**src/rtl/psw_regs.vh**
```
`ifndef PSW_REGS_VH
`define PSW_REGS_VH
`define PSW_MODE_USER 4'h1
`define PSW_STATUS_USER 4'h8
`define PSW_FEN_MEM_OFS 64'h0000_0000_0000_0028
`define PSW_FEN_MASK 64'h0000_0000_0000_0001
`define PSW_OP_WHOAMI 4'h0
`define PSW_OP_WRENT 4'h1
`define PSW_OP_WRFEN 4'h2
`define PSW_OP_WRKGP 4'h3
`define PSW_OP_WRUSP 4'h4
`define PSW_OP_RDUSP 4'h5
`define PSW_OP_WRVAL 4'h6
`define PSW_OP_RDVAL 4'h7
`define PSW_OP_WRVPT 4'h8
`define PSW_SEL_INT 64'h0000_0000_0000_0000
`define PSW_SEL_ARITH 64'h0000_0000_0000_0001
`define PSW_SEL_MM 64'h0000_0000_0000_0002
`define PSW_SEL_IF 64'h0000_0000_0000_0003
`define PSW_SEL_UNA 64'h0000_0000_0000_0004
`define PSW_SEL_SYS 64'h0000_0000_0000_0005
`define PSW_ZERO64 64'h0000_0000_0000_0000
`define PSW_FEN_BIT 0
`define PSW_NUM_ENTRIES 6
`define PSW_IDX_INT 0
`define PSW_IDX_ARITH 1
`define PSW_IDX_MM 2
`define PSW_IDX_IF 3
`define PSW_IDX_UNA 4
`define PSW_IDX_SYS 5
`endif

```
**src/rtl/psw_unit.v**
```verilog
`timescale 1ns/1ps
`include "psw_regs.vh"
module psw_unit #(
  parameter PROC_NUM = 0,
  parameter PROC_LIMIT = 4
) (
  input wire mclk,
  input wire srst,
  input wire call_valid,
  input wire [3:0] call_op,
  input wire [3:0] status_mode,
  input wire [63:0] first_argument,
  input wire [63:0] second_argument,
  input wire [63:0] process_block_base,
  input wire exception_taken,
  output reg done_reg,
  output reg reserved_opcode_fault_reg,
  output reg [63:0] result_register_reg,
  output reg mem_wr_reg,
  output reg [63:0] mem_addr_reg,
  output reg [63:0] mem_data_reg,
  output reg gp_load_reg,
  output reg [63:0] global_pointer_reg,
  output reg [63:0] interrupt_entry_reg,
  output reg [63:0] arithmetic_trap_entry_reg,
  output reg [63:0] memory_fault_entry_reg,
  output reg [63:0] instruction_fault_entry_reg,
  output reg [63:0] unaligned_access_entry_reg,
  output reg [63:0] system_call_entry_reg,
  output reg float_unit_enable_reg,
  output reg [63:0] kernel_global_pointer_reg,
  output reg [63:0] saved_user_stack_reg,
  output reg [63:0] system_value_reg,
  output reg [63:0] virtual_table_base_reg
);
  // Processor number is a configuration constant; no call path writes it.
  localparam [63:0] WHOAMI = PROC_NUM % PROC_LIMIT;
  localparam NUM_ENTRIES = `PSW_NUM_ENTRIES;

  wire user_mode;
  wire call_ok;
  wire op_known;
  wire [NUM_ENTRIES-1:0] entry_we;

  reg done_next;
  reg fault_next;
  reg [63:0] result_next;
  reg mem_wr_next;
  reg [63:0] mem_addr_next;
  reg [63:0] mem_data_next;
  reg gp_load_next;
  reg [63:0] global_pointer_next;
  reg float_unit_enable_next;
  reg [63:0] kernel_global_pointer_next;
  reg [63:0] saved_user_stack_next;
  reg [63:0] system_value_next;
  reg [63:0] virtual_table_base_next;

  assign user_mode = (status_mode == `PSW_MODE_USER);
  // Every call-driven state write is gated here, so a refused user call can never leak into state.
  assign call_ok = call_valid && !user_mode;
  assign op_known = (call_op <= `PSW_OP_WRVPT);

  genvar i;
  generate
    for (i = 0; i < NUM_ENTRIES; i = i + 1) begin : g_entry_sel
      localparam [63:0] SEL = i;
      // Selectors past the last entry match no slot, so such a call changes nothing.
      assign entry_we[i] = call_ok && (call_op == `PSW_OP_WRENT) && (second_argument == SEL);
    end
  endgenerate

  // The argument registers belong to the core; this block only reads them.
  always @* begin
    done_next = call_valid && op_known;
    fault_next = call_valid && (user_mode || !op_known);
    result_next = result_register_reg;
    mem_wr_next = 1'b0;
    mem_addr_next = mem_addr_reg;
    mem_data_next = mem_data_reg;
    gp_load_next = exception_taken;
    global_pointer_next = global_pointer_reg;
    float_unit_enable_next = float_unit_enable_reg;
    kernel_global_pointer_next = kernel_global_pointer_reg;
    saved_user_stack_next = saved_user_stack_reg;
    system_value_next = system_value_reg;
    virtual_table_base_next = virtual_table_base_reg;
    // The reload takes the pointer held before any write in the same cycle.
    if (exception_taken) begin
      global_pointer_next = kernel_global_pointer_reg;
    end
    if (call_ok) begin
      case (call_op)
        `PSW_OP_WHOAMI: begin
          result_next = WHOAMI;
        end
        `PSW_OP_WRENT: begin
          // Entry writes are decoded per slot in the generate loop above.
        end
        `PSW_OP_WRFEN: begin
          float_unit_enable_next = first_argument[`PSW_FEN_BIT];
          mem_wr_next = 1'b1;
          mem_addr_next = process_block_base + `PSW_FEN_MEM_OFS;
          mem_data_next = first_argument & `PSW_FEN_MASK;
        end
        `PSW_OP_WRKGP: begin
          kernel_global_pointer_next = first_argument;
        end
        `PSW_OP_WRUSP: begin
          saved_user_stack_next = first_argument;
        end
        `PSW_OP_RDUSP: begin
          result_next = saved_user_stack_reg;
        end
        `PSW_OP_WRVAL: begin
          system_value_next = first_argument;
        end
        `PSW_OP_RDVAL: begin
          result_next = system_value_reg;
        end
        `PSW_OP_WRVPT: begin
          virtual_table_base_next = first_argument;
        end
        default: begin
        end
      endcase
    end
  end

  // Completion and fault pulses are registered, one cycle behind each cycle that call_valid is high.
  always @(posedge mclk) begin
    if (srst) begin
      done_reg <= 1'b0;
      reserved_opcode_fault_reg <= 1'b0;
      mem_wr_reg <= 1'b0;
      gp_load_reg <= 1'b0;
    end else begin
      done_reg <= done_next;
      reserved_opcode_fault_reg <= fault_next;
      mem_wr_reg <= mem_wr_next;
      gp_load_reg <= gp_load_next;
    end
  end

  // Result and memory words hold until the next call that writes them.
  always @(posedge mclk) begin
    if (srst) begin
      result_register_reg <= `PSW_ZERO64;
      mem_addr_reg <= `PSW_ZERO64;
      mem_data_reg <= `PSW_ZERO64;
      global_pointer_reg <= `PSW_ZERO64;
    end else begin
      result_register_reg <= result_next;
      mem_addr_reg <= mem_addr_next;
      mem_data_reg <= mem_data_next;
      global_pointer_reg <= global_pointer_next;
    end
  end

  always @(posedge mclk) begin
    if (srst) begin
      float_unit_enable_reg <= 1'b0;
    end else begin
      float_unit_enable_reg <= float_unit_enable_next;
    end
  end

  always @(posedge mclk) begin
    if (srst) begin
      kernel_global_pointer_reg <= `PSW_ZERO64;
    end else begin
      kernel_global_pointer_reg <= kernel_global_pointer_next;
    end
  end

  always @(posedge mclk) begin
    if (srst) begin
      saved_user_stack_reg <= `PSW_ZERO64;
    end else begin
      saved_user_stack_reg <= saved_user_stack_next;
    end
  end

  always @(posedge mclk) begin
    if (srst) begin
      system_value_reg <= `PSW_ZERO64;
    end else begin
      system_value_reg <= system_value_next;
    end
  end

  always @(posedge mclk) begin
    if (srst) begin
      virtual_table_base_reg <= `PSW_ZERO64;
    end else begin
      virtual_table_base_reg <= virtual_table_base_next;
    end
  end

  // Entries keep their value unless their own slot is selected.
  always @(posedge mclk) begin
    if (srst) begin
      interrupt_entry_reg <= `PSW_ZERO64;
      arithmetic_trap_entry_reg <= `PSW_ZERO64;
      memory_fault_entry_reg <= `PSW_ZERO64;
      instruction_fault_entry_reg <= `PSW_ZERO64;
      unaligned_access_entry_reg <= `PSW_ZERO64;
      system_call_entry_reg <= `PSW_ZERO64;
    end else begin
      if (entry_we[`PSW_IDX_INT]) begin
        interrupt_entry_reg <= first_argument;
      end
      if (entry_we[`PSW_IDX_ARITH]) begin
        arithmetic_trap_entry_reg <= first_argument;
      end
      if (entry_we[`PSW_IDX_MM]) begin
        memory_fault_entry_reg <= first_argument;
      end
      if (entry_we[`PSW_IDX_IF]) begin
        instruction_fault_entry_reg <= first_argument;
      end
      if (entry_we[`PSW_IDX_UNA]) begin
        unaligned_access_entry_reg <= first_argument;
      end
      if (entry_we[`PSW_IDX_SYS]) begin
        system_call_entry_reg <= first_argument;
      end
    end
  end
endmodule

```
**config.mk**
```make
export PLATFORM = sky130hd
export DESIGN_NAME = psw_unit
export DESIGN_NICKNAME = d
export VERILOG_FILES = /design/src/rtl/psw_unit.v
export VERILOG_INCLUDE_DIRS = /design/src /design/src/rtl
export SDC_FILE = /design/constraint.sdc
export NUM_CORES = 2
export LEC_CHECK = 0
export ABC_AREA = 1
export BUFFER_PORTS_ARGS = -buffer_cell sky130_fd_sc_hd__buf_4
export CAP_MARGIN = 10
export CELL_PAD_IN_SITES_DETAIL_PLACEMENT = 1
export CELL_PAD_IN_SITES_GLOBAL_PLACEMENT = 1
export CORE_AREA = 10 10 421 423
export CTS_CLUSTER_DIAMETER = 200
export DETAILED_ROUTE_END_ITERATION = 12
export DIE_AREA = 0 0 431 433
export GPL_TIMING_DRIVEN = 0
export PLACE_DENSITY = 0.51
export SLEW_MARGIN = 25
export SYNTH_ARGS = -nofsm -noshare
export SYNTH_HDL_FRONTEND = slang
export SYNTH_SLANG_ARGS = --single-unit
export TNS_END_PERCENT = 10
```
**constraint.sdc**
```tcl
create_clock -name mclk -period 2 [get_ports mclk]
set_input_delay 0.4 -clock mclk [delete_from_list [all_inputs] [get_ports mclk]]
set_output_delay 0.4 -clock mclk [all_outputs]
set_load 0.01 [all_outputs]
```
=== Word level (Yosys, flattened, before mapping) ===
Index checks and enable logic that the tools add are counted.

* Memory bits (writable): 0
* Memories: 0
* Output and inout port bits: 901
* Bits in read-only memories: 0
* Input bits: 204
* Latch bits: 0
* Register bits after elaboration: 837

* $lt $le $gt $ge: 1
* Add/sub/neg operators: 1
* Shift-type cells: 0
* Divide/modulo/power cells: 0
* Bitwise operators: 1
* Equality and inequality tests: 14
* Reduce and logical (&&, ||, !) cells: 23
* Multiply operators: 0
* Mux-type cells: 2

{| class="wikitable"
|+ Operators by type and width
! operator !! number
|-
| case mux 64 bit (3 select lines) || 1
|-
| == test 64 x 2 -> 1 bit (second input constant) || 2
|-
| == test 64 x 3 -> 1 bit (second input constant) || 2
|-
| adder 64 x 6 -> 64 bit (second input constant) || 1
|-
| == test 64 x 1 -> 1 bit (second input constant) || 1
|-
| zero test 64 bit || 1
|-
| == test 4 x 3 -> 1 bit (second input constant) || 4
|-
| AND reduction 2 bit || 6
|-
| logical AND 1 bit || 10
|-
| == test 4 x 1 -> 1 bit (second input constant) || 2
|-
| == test 4 x 2 -> 1 bit (second input constant) || 2
|-
| == test 4 bit (second input constant) || 1
|-
| less-or-equal comparator 4 bit (second input constant) || 1
|-
| zero test 4 bit || 1
|-
| nonzero test 3 bit || 1
|-
| zero test 1 bit || 2
|-
| OR reduction 2 bit || 1
|-
| logical OR 1 bit || 1
|-
| two-way mux 1 bit || 1
|-
| NOT 1 bit || 1
|}

=== Logic depth before layout (Yosys ltp) ===
* Word-level depth: 5
* Mapped depth: 11
* Mapped depth without buffers: 10

=== Worst setup path before layout ===
Ideal clock, no wire load.

* Path kind: input to register
* From: in second_argument[15]
* To: reg instruction_fault_entry_reg[22]
* Path buffers: 2
* Stages on the path: 10
* Arrival time: 1.619 ns
* Required time: 1.890 ns
* Setup slack: 0.271 ns
* Path through: nor2_1 > nand2_1 > nor2_1 > nand2_1 > nor2_1 > buf_2 > buf_2 > nand4_1 > nand2_1 > nor2_1

* Cells in the longest elaborated chain, start to end: 2

{| class="wikitable"
|+ RTL lines
! element !! RTL line !! source
|-
| start: declaration || psw_unit.v:13 || <nowiki>input wire [63:0] second_argument,</nowiki>
|-
| == test 64 x 2 -> 1 bit || psw_unit.v:69 || <nowiki>assign entry_we[i] = call_ok && (call_op == `PSW_OP_WRENT) && (second_argument == SEL);</nowiki>
|-
| logical AND 1 bit || psw_unit.v:69 ||
|-
| end signal: assignment || psw_unit.v:206 || <nowiki>instruction_fault_entry_reg <= `PSW_ZERO64;</nowiki>
|-
| end signal: assignment || psw_unit.v:220 || <nowiki>instruction_fault_entry_reg <= first_argument;</nowiki>
|-
| end: declaration || psw_unit.v:27 || <nowiki>output reg [63:0] instruction_fault_entry_reg,</nowiki>
|}

No other way between the ends.
A chain may end at the register's enable or synchronous reset.

=== Final worst setup path ===
* From: in status_mode[3]
* To: reg kernel_global_pointer_reg[27]

* Cells in the longest elaborated chain, start to end: 4

{| class="wikitable"
|+ RTL lines
! element !! RTL line !! source
|-
| start: declaration || psw_unit.v:11 || <nowiki>input wire [3:0] status_mode,</nowiki>
|-
| == test 4 x 1 -> 1 bit (no source line) || n/a ||
|-
| zero test 1 bit || psw_unit.v:61 || <nowiki>assign call_ok = call_valid && !user_mode;</nowiki>
|-
| logical AND 1 bit || psw_unit.v:61 ||
|-
| AND reduction 2 bit (no source line) || n/a ||
|-
| end signal: assignment || psw_unit.v:170 || <nowiki>kernel_global_pointer_reg <= `PSW_ZERO64;</nowiki>
|-
| end signal: assignment || psw_unit.v:172 || <nowiki>kernel_global_pointer_reg <= kernel_global_pointer_next;</nowiki>
|-
| end: declaration || psw_unit.v:31 || <nowiki>output reg [63:0] kernel_global_pointer_reg,</nowiki>
|}

No other way between the ends.

==> summary.txt <==
Power Density - 767.2 nW/um^2
Uppermost layer routed - met4
DR vias - 41,190
Ys Warns - 0
Post-synth top area share - 44.44%
Die Wd - 431 um
I/O pin count - 1,105
Skew final - 0.04260 ns
Reg power frac - 42.0%
Area contributors post-synth - dfxtp_1 44%, inv_1 12%, nand2_1 11%, nand4_1 6.7%, nor2_1 5.5%
Final setup TNS - 0 ns
Sw Pwr - 0.01107 W
Clock power share - 49.3%
FF-to-FF End - result_register_reg[39]
First drt pass iteration count - 5
CTS Buf Count - 107
Leading area contributor after synthesis - dfxtp_1
Top post-synthesis cells by count - 1,217 x inv_1, 1,100 x nand2_1, 837 x dfxtp_1
Hold Violations, Final - 0
Register area - 16,760 um^2
Async set-reset flop share out of synthesis - 0%
Worst-path clk slew - 0.06 ns
Register area share after synthesis - 44.44%
Port Buf Inserts - 1,039
Finished Layout Cells - 9,200
Met3 wire length - 13,640 um
Post-route total power - 0.04078 W
Final Max Slew Viols - 0
Synth Instances - 5,597
Worst Tran Pin Value - 1.036 ns
Logic pwr share - 8.8%
Starting Density - 22.35%
Layout cells sized above 1 - 21.12%
DRT met1 WL - 98,830 um
Internal power - 0.02972 W
Min-delay src - process_block_base[31]
Status - finished clean
Clock buffer depth - 3
WP data arrival - 2.69 ns
Placed insts - 8,920
Worst setup margin - 0.01323 ns
CP Max Fanout - 11
Hold Path Stages - 5
Post-layout net count - 7,093
Largest net degree at the start of global routing - 17
Final WL - 246,000 um
Multi-input logic area - 14,620 um^2
Max H-tree Level - 3
Top-count cell post-synth - inv_1
Endpoint class of the critical path - flip-flop
Number of synthesized flops with an enable pin - 0
RSZ-0062 raised after global routing - true
Count of final setup violators - 0
WL per Instance - 26.74 um
P_leak - 24.79 nW
Root Buffer - clkbuf_16
Element type at the critical path start - input pin
Die height - 433 um
Vias per cell - 4.477
FP Rows - 151
Mapped Avg Cell Area - 6.737 um^2
Core ar. - 168,700 um^2
Crit path time final - 1.987 ns
CTS tree - built
Slowest CP cell - clkbuf_1
Clock Sink Count - 837
Synthesized cell area - 37,700 um^2
CP required - 2.70 ns
Cell variety after synth - 28
Die area - 186,600 um^2
Kind of cell adding the most delay to the critical path - buffers and inverters
Max Cap Viol - 0
Worst-path cell chain - buf_4 -> nor2_1 -> nand3b_1 -> buf_12 -> nand2_1 -> inv_1 -> nand3_1 -> buf_2 -> clkbuf_1 -> o21ai_0 -> a21oi_1
Peak VDD IR - 0.6103 mV
Area Overhead vs Synth - 40.97%
Post-route DRC - 0
GPL Wtd Cong - 0.8958
Met2 WL - 123,800 um
Ys flop type - dfxtp_1
Vias in the first global route - 40,970
Worst skew pair latency - 0.77 ns
Crit path largest cell delay - 0.58 ns
CP Buf/Inv Count - 5
DP Wirelength - 200,100 um
FILL cells - 21,120
Slew headroom - 30.91%
All-layer global routing usage - 25.07%
Hold Path End - mem_addr_reg[31]
Switching share of power - 27.13%
Post-DRT Antenna Nets - 0
Place WS - -1.721 ns
First DRT Iteration DRCs - 2,475
Yosys reg bits - 837
R2R Setup Slk - 0.86 ns
R2r startpoint - system_value_reg[39]
Initial antenna violation count - 16
First-pass GRT wire length - 333,000 um
Setup CP Type - in2reg
Maximum clock frequency - 0.5033 GHz
Hold WC Path Type - in2reg
CP startpoint - status_mode[3]
Worst-case reg-to-reg path depth - 4
Total gr overflow - 0
Tcrit/Tclk final - 99.34%
cells by family (layout without fill, tap and decap cells):
| logic type | Yosys count | count (layout) | share of synthesized area [%] |
|---|---|---|---|
| other | 1 | 70 | 0.009946 |
| AND/OR/NAND/NOR | 2204 | 2204 | 25.28 |
| adder cells (fa/ha/maj) | 1 | 1 | 0.03318 |
| flip-flops | 837 | 837 | 44.44 |
| XOR/XNOR | 25 | 25 | 0.5807 |
| buffers and inverters | 1656 | 2972 | 17.58 |
| AO/OA/AOI/OAI | 873 | 873 | 12.08 |
worst max path at each step:
stage	end	slack [ns]	cells after the start
final	kernel_global_pointer_reg[27]	0.01	11
after floorplan	instruction_fault_entry_reg[22]	0.27	10
after CTS	instruction_fault_entry_reg[22]	-0.02	12
after detailed placement	mem_addr_reg[55]	-1.72	11
after global placement	mem_addr_reg[42]	-1.85	6
after global routing	saved_user_stack_reg[49]	-0.06	10
cell usage in the layout (no fill, tap or decap), types with 5 or more instances in the layout:
cell	netlist	final
a21oi_1	408	408
buf_1	46	43
buf_2	128	122
buf_4	65	1115
bufinv_16	0	5
clkbuf_1	197	189
clkbuf_16	0	107
clkbuf_2	0	30
clkbuf_8	0	29
clkinv_2	0	19
conb_1	1	63
dfxtp_1	837	837
diode_2	0	7
dlygate4sd3_1	0	70
inv_1	1217	1217
nand2_1	1100	1097
nand3_1	127	126
nand3_4	4	6
nand4_1	401	401
nor2_1	554	549
nor3_1	8	8
o21a_1	40	40
o21ai_0	357	357
o22ai_1	64	64
xnor2_1	6	6
xor2_1	19	19
metrics by stage:
| stage | hold WS, ns | util, % | instance area [um^2] |
|---|---|---|---|
| 5_1_grt | 0.01619 | 31.50 | 53140 |
| 2_1_floorplan | 0.4856 | - | 37940 |
| 4_1_cts | 0.00007827 | 31.43 | 53030 |
| 3_3_place_gp | 0.4498 | 28.75 | 48510 |
| 6_report | 0.04435 | 31.50 | 53150 |
| 3_5_place_dp | 0.4576 | 28.82 | 48620 |
layer usage:
| metal | track usage (%) | vias to the layer above |
|---|---|---|
| met4 | 8.654 | 0 |
| met5 | 0 | - |
| met2 | 45.32 | 1012 |
| met3 | 5.606 | 264 |
| li1 | - | 19820 |
| met1 | 28.90 | 20100 |
layout make-up:
class	count	share of cell area [%]
tap	2218	5.221
clock inverter	35	0.7862
buffer	437	4.023
timing repair buffer	1120	16.33
clock buffer	161	5.965
antenna	7	0.03296
sequential	837	31.52
inverter	1219	8.613
multi-input combinational	3166	27.50
worst min-delay path, delay by kind of cell:
family | cells | cell delay, ns
and+or+nand+nor | 3 | 0.18
buffers and inverters | 2 | 0.14
power groups by stage:
stage	registers (W)	logic [W]	clock network [W]
after global placement	0.0175	0.00345	0
after global routing	0.0171	0.00383	0.0212
after detailed placement	0.0175	0.00348	0
final	0.0171	0.00358	0.0201
after floorplan	0.0176	0.00124	0
after CTS	0.0171	0.00362	0.0205
what timing repair did:
item	CTS	global route
endpoints found under the setup margin	649	293
pin swaps	2	3
hold buffers	70	0
endpoints found under the hold margin	93	0
setup buffers	1	6
gates resized for setup	41	20
No activity file was read; power rests on OpenSTA's default activity.
